**src/rtl/vrcc_pkg.sv**
```systemverilog
package vrcc_pkg;
  // ****************************************
  // register addresses
  // ****************************************
  localparam logic [7:0] CMP_CTRL_ADDR = 8'h9b;
  localparam logic [7:0] REF_CTRL_ADDR = 8'hd1;
  localparam logic [7:0] CMP_INSEL_ADDR = 8'h9f;
  localparam logic [7:0] REF_CTRL_RST = 8'h00;
  localparam logic [7:0] CMP_CTRL_RST = 8'h00;
  localparam logic [7:0] CMP_INSEL_RST = 8'h00;

  // ****************************************
  // reference control fields
  // ****************************************
  localparam int REF_BUF_EN_BIT = 0;
  localparam int BIAS_EN_BIT = 1;
  localparam int TEMP_EN_BIT = 2;
  localparam int REF_SRC_BIT = 3;
  localparam int REF_LVL_BIT = 4;
  localparam int ZTC_EN_BIT = 5;
  localparam logic [7:0] REF_CTRL_WMASK = 8'h3f;

  // ****************************************
  // comparator control fields
  // ****************************************
  localparam int CMP_EN_BIT = 7;
  localparam int CMP_OUT_BIT = 6;
  localparam int CMP_RISE_BIT = 5;
  localparam int CMP_FALL_BIT = 4;
  localparam int CMP_HYP_LSB = 2;
  localparam int CMP_HYN_LSB = 0;
  localparam int CMP_POS_SEL_LSB = 4;
  localparam int CMP_NEG_SEL_LSB = 0;

  // hysteresis codes; 00 means hysteresis off
  typedef enum logic [1:0] {
    VRCC_HYST_OFF = 2'h0,
    VRCC_HYST_5MV = 2'h1,
    VRCC_HYST_10MV = 2'h2,
    VRCC_HYST_MAX = 2'h3
  } vrcc_hyst_t;
endpackage

```
**src/rtl/vrcc_top.sv**
```systemverilog
// Operation
// - source bit picks pin or supply reference
// - bias enable forced by adc, sensor, oscillator
// - buffer enable drives reference onto pin
// - level bit picks one of two levels
// - sensor on when set, else high impedance
// - top two reference bits read zero
// - zero-tc bias auto when clear, forced set
// - synchronous and raw comparator outputs
// - input select holds two 4-bit fields
// - disabled comparator pin output held low
// - result readable, interrupt and wake source
// - comparator enable, resets to zero
// - edge flags latch until software writes zero
// - positive hysteresis code selects magnitude
// - negative hysteresis code selects magnitude
// - comparator output offered as reset source
module vrcc_top
  import vrcc_pkg::*;
(
  input wire logic CLK_SYS_I,
  input wire logic ARST_N_I,
  input wire logic [7:0] REG_ADDR_I,
  input wire logic [7:0] REG_WDATA_I,
  input wire logic REG_WR_I,
  input wire logic REG_RD_I,
  output logic [7:0] REG_RDATA_O,
  input wire logic ADC_EN_I,
  input wire logic OSC_EN_I,
  input wire logic CMP_ANALOG_I,
  output logic REF_SOURCE_SELECT_O,
  output logic BIAS_GEN_ENABLE_O,
  output logic REF_BUFFER_ENABLE_O,
  output logic REF_LEVEL_SELECT_O,
  output logic TEMP_SENSOR_ENABLE_O,
  output logic TEMP_SENSOR_OE_O,
  output logic ZERO_TC_BIAS_FORCE_O,
  output logic CMP_ENABLE_O,
  output logic [1:0] CMP_POS_HYST_O,
  output logic [1:0] CMP_NEG_HYST_O,
  output logic CMP_POS_HYST_EN_O,
  output logic CMP_NEG_HYST_EN_O,
  output logic [3:0] CMP_POS_INPUT_SEL_O,
  output logic [3:0] CMP_NEG_INPUT_SEL_O,
  output logic CMP_SYNC_OUT_O,
  output logic CMP_RAW_OUT_O,
  output logic CMP_RISE_FLAG_O,
  output logic CMP_FALL_FLAG_O,
  output logic CMP_IRQ_O,
  output logic CMP_WAKE_O,
  output logic CMP_RESET_SRC_O
);
  // ****************************************
  // register storage
  // ****************************************
  logic [5:0] ref_ctrl_q;
  logic cmp_en_q;
  vrcc_hyst_t pos_hyst_q;
  vrcc_hyst_t neg_hyst_q;
  logic [7:0] insel_q;
  logic cmp_sync;
  logic cmp_prev_q;
  logic rise_flag;
  logic fall_flag;
  logic [7:0] rdata_d;
  logic [7:0] rdata_q;

  function automatic logic hit(input logic [7:0] addr, input logic [7:0] target);
    return addr == target;
  endfunction

  logic wr_ref;
  logic wr_cmp;
  logic wr_insel;
  assign wr_ref = REG_WR_I && hit(REG_ADDR_I, REF_CTRL_ADDR);
  assign wr_cmp = REG_WR_I && hit(REG_ADDR_I, CMP_CTRL_ADDR);
  assign wr_insel = REG_WR_I && hit(REG_ADDR_I, CMP_INSEL_ADDR);

  // the reserved pair is never stored, so it can only read back as zero
  always_ff @(posedge CLK_SYS_I or negedge ARST_N_I) begin
    if (!ARST_N_I) begin
      ref_ctrl_q <= REF_CTRL_RST[5:0];
    end else if (wr_ref) begin
      ref_ctrl_q <= REG_WDATA_I[5:0];
    end
  end

  always_ff @(posedge CLK_SYS_I or negedge ARST_N_I) begin
    if (!ARST_N_I) begin
      cmp_en_q <= CMP_CTRL_RST[CMP_EN_BIT];
      pos_hyst_q <= VRCC_HYST_OFF;
      neg_hyst_q <= VRCC_HYST_OFF;
    end else if (wr_cmp) begin
      cmp_en_q <= REG_WDATA_I[CMP_EN_BIT];
      pos_hyst_q <= vrcc_hyst_t'(REG_WDATA_I[CMP_HYP_LSB +: 2]);
      neg_hyst_q <= vrcc_hyst_t'(REG_WDATA_I[CMP_HYN_LSB +: 2]);
    end
  end

  always_ff @(posedge CLK_SYS_I or negedge ARST_N_I) begin
    if (!ARST_N_I) begin
      insel_q <= CMP_INSEL_RST;
    end else if (wr_insel) begin
      insel_q <= REG_WDATA_I;
    end
  end

  // ****************************************
  // comparator result path
  // ****************************************
  logic cmp_gated;
  assign cmp_gated = cmp_en_q & CMP_ANALOG_I;

  vrcc_sync u_sync (
    .clk_i(CLK_SYS_I),
    .arst_n_i(ARST_N_I),
    .d_i(cmp_gated),
    .q_o(cmp_sync)
  );

  always_ff @(posedge CLK_SYS_I or negedge ARST_N_I) begin
    if (!ARST_N_I) begin
      cmp_prev_q <= 1'b0;
    end else begin
      cmp_prev_q <= cmp_sync;
    end
  end

  logic rise_evt;
  logic fall_evt;
  logic clr_rise;
  logic clr_fall;
  assign rise_evt = cmp_sync & ~cmp_prev_q;
  assign fall_evt = ~cmp_sync & cmp_prev_q;
  assign clr_rise = wr_cmp & ~REG_WDATA_I[CMP_RISE_BIT];
  assign clr_fall = wr_cmp & ~REG_WDATA_I[CMP_FALL_BIT];

  vrcc_edge_flag u_rise (
    .clk_i(CLK_SYS_I),
    .arst_n_i(ARST_N_I),
    .set_i(rise_evt),
    .clr_i(clr_rise),
    .flag_o(rise_flag)
  );

  vrcc_edge_flag u_fall (
    .clk_i(CLK_SYS_I),
    .arst_n_i(ARST_N_I),
    .set_i(fall_evt),
    .clr_i(clr_fall),
    .flag_o(fall_flag)
  );

  // ****************************************
  // read port
  // ****************************************
  always_comb begin
    rdata_d = 8'h00;
    if (hit(REG_ADDR_I, REF_CTRL_ADDR)) begin
      rdata_d = {2'h0, ref_ctrl_q};
    end else if (hit(REG_ADDR_I, CMP_CTRL_ADDR)) begin
      rdata_d = {cmp_en_q, cmp_sync, rise_flag, fall_flag, pos_hyst_q, neg_hyst_q};
    end else if (hit(REG_ADDR_I, CMP_INSEL_ADDR)) begin
      rdata_d = insel_q;
    end
  end

  always_ff @(posedge CLK_SYS_I or negedge ARST_N_I) begin
    if (!ARST_N_I) begin
      rdata_q <= 8'h00;
    end else if (REG_RD_I) begin
      rdata_q <= rdata_d;
    end
  end

  // ****************************************
  // analog control outputs
  // ****************************************
  assign REG_RDATA_O = rdata_q;
  assign REF_SOURCE_SELECT_O = ref_ctrl_q[REF_SRC_BIT];
  assign BIAS_GEN_ENABLE_O = ref_ctrl_q[BIAS_EN_BIT] | ADC_EN_I | OSC_EN_I
                             | ref_ctrl_q[TEMP_EN_BIT];
  assign REF_BUFFER_ENABLE_O = ref_ctrl_q[REF_BUF_EN_BIT];
  // level polarity awaits confirmation; the bit is passed through as stored
  assign REF_LEVEL_SELECT_O = ref_ctrl_q[REF_LVL_BIT];
  assign TEMP_SENSOR_ENABLE_O = ref_ctrl_q[TEMP_EN_BIT];
  assign TEMP_SENSOR_OE_O = ref_ctrl_q[TEMP_EN_BIT];
  assign ZERO_TC_BIAS_FORCE_O = ref_ctrl_q[ZTC_EN_BIT];
  assign CMP_ENABLE_O = cmp_en_q;
  assign CMP_POS_HYST_O = pos_hyst_q;
  assign CMP_NEG_HYST_O = neg_hyst_q;
  assign CMP_POS_HYST_EN_O = pos_hyst_q != VRCC_HYST_OFF;
  assign CMP_NEG_HYST_EN_O = neg_hyst_q != VRCC_HYST_OFF;
  assign CMP_POS_INPUT_SEL_O = insel_q[CMP_POS_SEL_LSB +: 4];
  assign CMP_NEG_INPUT_SEL_O = insel_q[CMP_NEG_SEL_LSB +: 4];
  // raw path has no flop so it keeps working with the clock stopped
  assign CMP_RAW_OUT_O = cmp_gated;
  assign CMP_SYNC_OUT_O = cmp_sync;
  assign CMP_RISE_FLAG_O = rise_flag;
  assign CMP_FALL_FLAG_O = fall_flag;
  assign CMP_IRQ_O = rise_flag | fall_flag;
  assign CMP_WAKE_O = cmp_gated;
  assign CMP_RESET_SRC_O = cmp_sync;

  // ****************************************
  // checks
  // ****************************************
  a_rise_flag_set: assert property (
    @(posedge CLK_SYS_I) disable iff (!ARST_N_I)
    (cmp_sync && !cmp_prev_q) |=> rise_flag)
    else $error("rise edge not flagged");
  a_fall_flag_set: assert property (
    @(posedge CLK_SYS_I) disable iff (!ARST_N_I)
    (!cmp_sync && cmp_prev_q) |=> fall_flag)
    else $error("fall edge not flagged");
  a_flag_hold: assert property (
    @(posedge CLK_SYS_I) disable iff (!ARST_N_I)
    (rise_flag && !wr_cmp) |=> rise_flag)
    else $error("rise flag dropped");
  a_fall_hold: assert property (
    @(posedge CLK_SYS_I) disable iff (!ARST_N_I)
    (fall_flag && !wr_cmp) |=> fall_flag)
    else $error("fall flag dropped");
  // a clear only wins when no fresh edge arrives in the same cycle
  a_rise_clear: assert property (
    @(posedge CLK_SYS_I) disable iff (!ARST_N_I)
    (wr_cmp && !REG_WDATA_I[CMP_RISE_BIT] && !rise_evt) |=> !rise_flag)
    else $error("rise flag not cleared");
  a_sync_two_stage: assert property (
    @(posedge CLK_SYS_I) disable iff (!ARST_N_I)
    $rose(cmp_gated) ##1 cmp_gated |=> cmp_sync)
    else $error("sync latency wrong");
  a_disabled_low: assert property (
    @(posedge CLK_SYS_I) disable iff (!ARST_N_I)
    !cmp_en_q |-> !CMP_RAW_OUT_O)
    else $error("disabled output not low");
  // the latched pin output needs the two synchroniser stages to drain
  a_sync_low_off: assert property (
    @(posedge CLK_SYS_I) disable iff (!ARST_N_I)
    $fell(cmp_en_q) |-> ##2 !CMP_SYNC_OUT_O)
    else $error("latched output not low");
  a_bias_forced: assert property (
    @(posedge CLK_SYS_I) disable iff (!ARST_N_I)
    (ADC_EN_I || OSC_EN_I || TEMP_SENSOR_ENABLE_O) |-> BIAS_GEN_ENABLE_O)
    else $error("bias not forced");
  a_bias_manual: assert property (
    @(posedge CLK_SYS_I) disable iff (!ARST_N_I)
    (wr_ref && REG_WDATA_I[BIAS_EN_BIT]) |=> BIAS_GEN_ENABLE_O)
    else $error("bias not set by write");
  a_src_write: assert property (
    @(posedge CLK_SYS_I) disable iff (!ARST_N_I)
    wr_ref |=> REF_SOURCE_SELECT_O == $past(REG_WDATA_I[REF_SRC_BIT]))
    else $error("source select not written");
  a_buf_write: assert property (
    @(posedge CLK_SYS_I) disable iff (!ARST_N_I)
    wr_ref |=> REF_BUFFER_ENABLE_O == $past(REG_WDATA_I[REF_BUF_EN_BIT]))
    else $error("buffer enable not written");
  a_level_write: assert property (
    @(posedge CLK_SYS_I) disable iff (!ARST_N_I)
    wr_ref |=> REF_LEVEL_SELECT_O == $past(REG_WDATA_I[REF_LVL_BIT]))
    else $error("level select not written");
  a_sensor_write: assert property (
    @(posedge CLK_SYS_I) disable iff (!ARST_N_I)
    wr_ref |=> TEMP_SENSOR_ENABLE_O == $past(REG_WDATA_I[TEMP_EN_BIT]))
    else $error("sensor enable not written");
  a_sensor_hiz: assert property (
    @(posedge CLK_SYS_I) disable iff (!ARST_N_I)
    !TEMP_SENSOR_ENABLE_O |-> !TEMP_SENSOR_OE_O)
    else $error("sensor output driven while off");
  a_ztc_write: assert property (
    @(posedge CLK_SYS_I) disable iff (!ARST_N_I)
    wr_ref |=> ZERO_TC_BIAS_FORCE_O == $past(REG_WDATA_I[ZTC_EN_BIT]))
    else $error("zero-tc force not written");
  a_ref_reserved: assert property (
    @(posedge CLK_SYS_I) disable iff (!ARST_N_I)
    (REG_RD_I && hit(REG_ADDR_I, REF_CTRL_ADDR)) |=> REG_RDATA_O[7:6] == 2'h0)
    else $error("reserved bits nonzero");
  a_insel_write: assert property (
    @(posedge CLK_SYS_I) disable iff (!ARST_N_I)
    wr_insel |=> {CMP_POS_INPUT_SEL_O, CMP_NEG_INPUT_SEL_O} == $past(REG_WDATA_I))
    else $error("input select not written");
  a_enable_write: assert property (
    @(posedge CLK_SYS_I) disable iff (!ARST_N_I)
    wr_cmp |=> CMP_ENABLE_O == $past(REG_WDATA_I[CMP_EN_BIT]))
    else $error("enable not written");
  a_out_state_ro: assert property (
    @(posedge CLK_SYS_I) disable iff (!ARST_N_I)
    (REG_RD_I && hit(REG_ADDR_I, CMP_CTRL_ADDR)) |=> REG_RDATA_O[CMP_OUT_BIT] == $past(cmp_sync))
    else $error("output state mismatch");
  a_irq_on_edge: assert property (
    @(posedge CLK_SYS_I) disable iff (!ARST_N_I)
    (cmp_sync != cmp_prev_q) |=> CMP_IRQ_O)
    else $error("edge raised no interrupt");
  a_wake_raw: assert property (
    @(posedge CLK_SYS_I) disable iff (!ARST_N_I)
    (cmp_en_q && CMP_ANALOG_I) |-> CMP_WAKE_O)
    else $error("wake source missing");
  // the reset source lags the gated decision by the two synchroniser stages
  a_reset_src: assert property (
    @(posedge CLK_SYS_I) disable iff (!ARST_N_I)
    CMP_RESET_SRC_O == $past(cmp_gated, 2))
    else $error("reset source wrong");
  a_pos_hyst_write: assert property (
    @(posedge CLK_SYS_I) disable iff (!ARST_N_I)
    wr_cmp |=> CMP_POS_HYST_O == $past(REG_WDATA_I[CMP_HYP_LSB +: 2]))
    else $error("positive hysteresis not written");
  a_neg_hyst_write: assert property (
    @(posedge CLK_SYS_I) disable iff (!ARST_N_I)
    wr_cmp |=> CMP_NEG_HYST_O == $past(REG_WDATA_I[CMP_HYN_LSB +: 2]))
    else $error("negative hysteresis not written");
  a_hyst_zero: assert property (
    @(posedge CLK_SYS_I) disable iff (!ARST_N_I)
    (pos_hyst_q == VRCC_HYST_OFF) |-> !CMP_POS_HYST_EN_O)
    else $error("hysteresis not off");
endmodule

```
**src/rtl/vrcc_sync.sv**
```systemverilog
module vrcc_sync
  import vrcc_pkg::*;
(
  input wire logic clk_i,
  input wire logic arst_n_i,
  input wire logic d_i,
  output logic q_o
);
  logic meta_q;
  logic sync_q;

  always_ff @(posedge clk_i or negedge arst_n_i) begin
    if (!arst_n_i) begin
      meta_q <= 1'b0;
      sync_q <= 1'b0;
    end else begin
      meta_q <= d_i;
      sync_q <= meta_q;
    end
  end

  assign q_o = sync_q;
endmodule

```
**src/rtl/vrcc_edge_flag.sv**
```systemverilog
module vrcc_edge_flag
  import vrcc_pkg::*;
(
  input wire logic clk_i,
  input wire logic arst_n_i,
  input wire logic set_i,
  input wire logic clr_i,
  output logic flag_o
);
  logic flag_q;

  // a set in the same cycle as a clear wins, so no edge is lost
  always_ff @(posedge clk_i or negedge arst_n_i) begin
    if (!arst_n_i) begin
      flag_q <= 1'b0;
    end else if (set_i) begin
      flag_q <= 1'b1;
    end else if (clr_i) begin
      flag_q <= 1'b0;
    end
  end

  assign flag_o = flag_q;
endmodule

```
**config.mk**
```make
export PLATFORM = sky130hd
export DESIGN_NAME = vrcc_top
export DESIGN_NICKNAME = d
export VERILOG_FILES = /design/src/rtl/vrcc_pkg.sv /design/src/rtl/vrcc_top.sv /design/src/rtl/vrcc_sync.sv /design/src/rtl/vrcc_edge_flag.sv
export SDC_FILE = /design/constraint.sdc
export NUM_CORES = 1
export LEC_CHECK = 0
export BUFFER_PORTS_ARGS = -buffer_cell sky130_fd_sc_hd__buf_2
export CAP_MARGIN = 40
export CORE_UTILIZATION = 40
export DETAILED_ROUTE_END_ITERATION = 16
export PLACE_DENSITY = 0.79
export SKIP_LAST_GASP = 1
export SLEW_MARGIN = 40
export SYNTH_ARGS = -nofsm -noshare
export SYNTH_HDL_FRONTEND = slang
export SYNTH_HIERARCHICAL = 1
export SYNTH_SLANG_ARGS = --single-unit
```
**constraint.sdc**
```tcl
create_clock -name CLK_SYS_I -period 1 [get_ports CLK_SYS_I]
set_clock_uncertainty 0.05 [all_clocks]
set_input_delay 0.1 -clock CLK_SYS_I [delete_from_list [all_inputs] [get_ports CLK_SYS_I]]
set_output_delay 0.1 -clock CLK_SYS_I [all_outputs]
set_load 0.03 [all_outputs]
```
# [After elaboration in Yosys (flattened, before gate mapping)]
# Cells that the tools add are included.
[word_totals] output_inout_bits=37 register_bits=32 word_cells=41
[classes] muxes=7 n_eq_ne=3 reduce_logical=7 bitwise_logic=13
[op_table] operator="== test 8 bit (second input constant)" count=3
[op_table] operator="two-way mux 8 bit" count=3
[op_table] operator="nonzero test 2 bit" count=4
[op_table] operator="AND 1 bit" count=5
[op_table] operator="two-way mux 1 bit" count=4
[op_table] operator="inverter 1 bit" count=4
[op_table] operator="OR 1 bit" count=4
[op_table] operator="logical AND 1 bit" count=3

# [Longest topological paths before layout]
[depth] word_depth=5 depth_mapped=6 ltp_nobuf=5

# [Hierarchy]
# The synthesis kept the hierarchy.
[modules_own_cells] mod="vrcc_top" instances=1 seq_area_each_um2=700.7 cells_per_inst=103 area_each_um2=1346.3
[modules_own_cells] mod="vrcc_edge_flag" instances=2 seq_area_each_um2=25.0 cells_per_inst=3 area_each_um2=36.3
[modules_own_cells] mod="vrcc_sync" instances=1 seq_area_each_um2=50.0 cells_per_inst=2 area_each_um2=50.0

# [Least setup slack after synthesis]
# Ideal clock, no wire load.
[synth_path] path_type="reg-to-output" startpoint="register ref_ctrl_q[2]" endpoint="output BIAS_GEN_ENABLE_O" required_time_ns=0.850 arrival_ns=1.218 path_stages_with_launch=2 slack_ns=-0.368 n_path_buf=0 path_cell_list="dfrtp_1 > or4_1"
[synth_between] elab_chain_cells=1
[synth_rtl] element="start: declaration" line_no="vrcc_top.sv:56" rtl="logic [5:0] ref_ctrl_q;"
[synth_rtl] element="start signal: assignment" line_no="vrcc_top.sv:82" rtl="ref_ctrl_q <= REF_CTRL_RST[5:0];"
[synth_rtl] element="start signal: assignment" line_no="vrcc_top.sv:84" rtl="ref_ctrl_q <= REG_WDATA_I[5:0];"
[synth_rtl] element="OR 1 bit" line_no="vrcc_top.sv:182" rtl="| ref_ctrl_q[TEMP_EN_BIT];"
[synth_rtl] element="end: declaration" line_no="vrcc_top.sv:32" rtl="output logic BIAS_GEN_ENABLE_O,"
# Every way passes these cells.

# [Worst setup path in the final report]
[layout_path] startpoint="register ref_ctrl_q[1]" endpoint="output BIAS_GEN_ENABLE_O"
[layout_between] elab_chain_cells=3
[layout_rtl] element="OR 1 bit (2 in series)" line_no="vrcc_top.sv:181" rtl="assign BIAS_GEN_ENABLE_O = ref_ctrl_q[BIAS_EN_BIT] | ADC_EN_I | OSC_EN_I"
[layout_rtl] element="OR 1 bit" line_no="vrcc_top.sv:182"
# Every way passes these cells.

==> results.yml <==
run_status:
  status: "finished, violations left"
  violations: "negative hold slack, negative setup slack"
worst_setup_path:
  crit_path_top_delay_cell: "or4_4"
  cp-end-kind: "output pin"
  worstPathArrival_ns: 1.41
  cp_num_buf_inv: 1
  required_ns: 0.85
  cp_max_fo: 2
  critical_path.top_delay_family: "simple AND/OR/NAND/NOR gates"
  critPathMaxStageDelay_ns: 0.49
  start_kind: "register"
  crit_chain: "or4_4 -> buf_6"
  crit_type: "register to output pin"
clock_network:
  cts_buffers: 5
  tritoncts: "done"
  clk_pin_slew_ns: 0.11
  cts_buffer_depth: 2
  cts_hold_buf: 10
  root_buffer: "clkbuf_4"
  cts.sinks: 32
  htreeDepth: 2
  clkLatencyLatePin_ns: 0.35
sta:
  finalHoldViolCount: 1
  layout_min_cycle_time_ns: 1.56
  period_share_pct: 156
  slew-limit-headroom_pct: 72.3
  timing.hold.ws_ns: -0.0254
  finalMaxSlewViolations: 0
  setup_ws_ns: -0.560
  max_freq_mhz: 641
  setup_viol: 66
  worstMarginPinSlew_ns: 0.416
  rsz0062_at_grt: "yes"
place:
  io_buffer_count: 59
  dp_hpwl_um: 2820
  place_congestion: 0.859
  placed_cell_area_sq_um: 2000
  dp_slack_ns: -0.529
global_routing:
  gr-total-overflow: 0
  grt_pass1_vias: 1619
  grt_max_degree: 33
  grtUsageTotal_pct: 28.4
  antenna_found_initial: 0
  grt_pass1_wl_um: 8230
synth:
  synth_fp_nets: 134
  ys_ff_latch: 32
  synth_cells: 111
  yosys.area.top_type: "dfrtp_1"
  netlist_area_sq_um: 1470
  synth_area_leaders: "dfrtp_1 (55%), mux2_2 (19%), a32oi_1 (3.6%)"
  yosysWarningCount: 6
  synth_top_cell_area_share_pct: 54.5
  avgSynthCellArea_sq_um: 13.2
  ys_seq_area_share_pct: 54.5
  synth.distinct_cells: 21
drt:
  drt_pass1_iterations: 4
  drt-wirelength-per-cell_um: 22.0
  drt_iter0_markers: 84
  drc: 0
  vias_per_cell: 5.51
  wirelength_um: 6280
  vias: 1577
  ant_nets: 0
floorplanning:
  io_pins: 60
  die_x_um: 62.6
  coreArea_sq_um: 3420
  dieArea_sq_um: 3920
  rows: 21
  start_util_pct: 43.0
  die_height_um: 62.6
flow_run:
  cap_viol_max_count: 0
finish:
  final_area_sq_um: 2850
  layout-drive-gt1-share_pct: 74.2
  syn_to_final_growth_pct: 94.0
  nets: 262
  antenna_cells: 0
  layout_common_cells: "buf_6 (68), buf_4 (29), buf_2 (20), dfrtp_1 (18), mux2_4 (16)"
  final_util_pct: 83.4
  final_common_cell: "buf_6"
power_and_ir_drop:
  power.leakage_nw: 1.44
  vdd_drop_max_uv: 922
  power_density_nw_per_um2: 1180
worst_hold_path:
  hold_path.class: "primary input to register"
==> cell type report <==
cell class	count	area, sq um
repair buffers	127	1180
inverters	11	41.3
clock inverters	1	5.00
clock buffers	7	45.0
fillers	173	567
multi-input cells	62	698
flip-flops and latches	32	818
well taps	46	57.6
==> timing repair <==
action / 4_1_cts / 5_1_grt
endpoints found under the setup margin: 56 / 66
gates resized for setup: 105 / 26
endpoints found under the hold margin: 54 / 1
buffers inserted: 19 / 15
pin swaps: 6 / 8
==> cells in the mapped netlist <==
cell and count:
nand3_1 1, mux2_2 25, o22ai_1 8, or2_2 3
nor2b_1 5, nand4b_1 1, dfrtp_1 32, a32oi_1 6
and4bb_2 1, and4b_1 1, and2_1 2, nand4_2 1
or4_1 1, inv_1 11, clkbuf_1 1, a21o_1 2
buf_6 1, nor3b_4 2, mux2i_1 2, buf_4 4
nand4_1 1
==> flip-flops by register name (all words and copies together) (netlist names), 2 cells and up <==
register,flops
CMP_NEG_HYST_O,2
insel_q,8
CMP_POS_HYST_O,2
ref_ctrl_q,6
REG_RDATA_O,8
==> per-stage QoR <==
stage          TNS [ns]  hold slack (ns)  power, mW  std cells
5_1_grt          -11.21          -0.0398       3.45        286
3_5_place_dp     -10.89           0.0967       2.14        235
2_1_floorplan     -5.81           -0.246       1.83        111
6_report         -10.09          -0.0254       3.35        286
4_1_cts           -7.74          -0.0420       3.16        272
3_3_place_gp     -10.02           0.0833       2.12        235
==> layer usage <==
| metal | wire [um] | vias to the layer above | track usage, % | part of all wire [%] |
|---|---|---|---|---|
| met5 | 0 | - | 0 | 0 |
| met1 | 2310 | 769 | 30.3 | 37 |
| met3 | 497 | 34 | 7.48 | 7.9 |
| met4 | 325 | 0 | 17.2 | 5.2 |
| li1 | - | 655 | - | - |
| met2 | 3150 | 119 | 49.7 | 50 |
==> report_power, final <==
part	total [mW]	internal, mW	switching [mW]
registers	1.44	1.37	0.0692
clock network	0.749	0.274	0.475
logic	1.16	0.630	0.529
==> worst paths after layout <==
kind                                   start                 to  slack, ns  cells past startpoint
max                            ref_ctrl_q[1]  BIAS_GEN_ENABLE_O      -0.56                      2
min                             CMP_ANALOG_I      u_sync/meta_q      -0.03                      2
max reg2reg                CMP_NEG_HYST_O[0]     REG_RDATA_O[0]      -0.38                      4
min reg2reg                    u_sync/meta_q         u_sync/q_o       0.32                      0
max in group asynchronous           ARST_N_I      u_fall/flag_o       0.29                      3
min in group asynchronous           ARST_N_I         insel_q[0]       0.28                      3
==> cells by family (layout without fill, tap and decap cells) <==
group | count (synthesis) | after routing | synth area share (%)
AND/OR/NAND/NOR | 19 | 19 | 11.1
multiplexers | 27 | 27 | 20.5
flip-flops | 32 | 32 | 54.5
buffers and inverters | 17 | 146 | 5.88
AO/OA/AOI/OAI | 16 | 16 | 8.01
No activity file was read; power rests on OpenSTA's default activity.
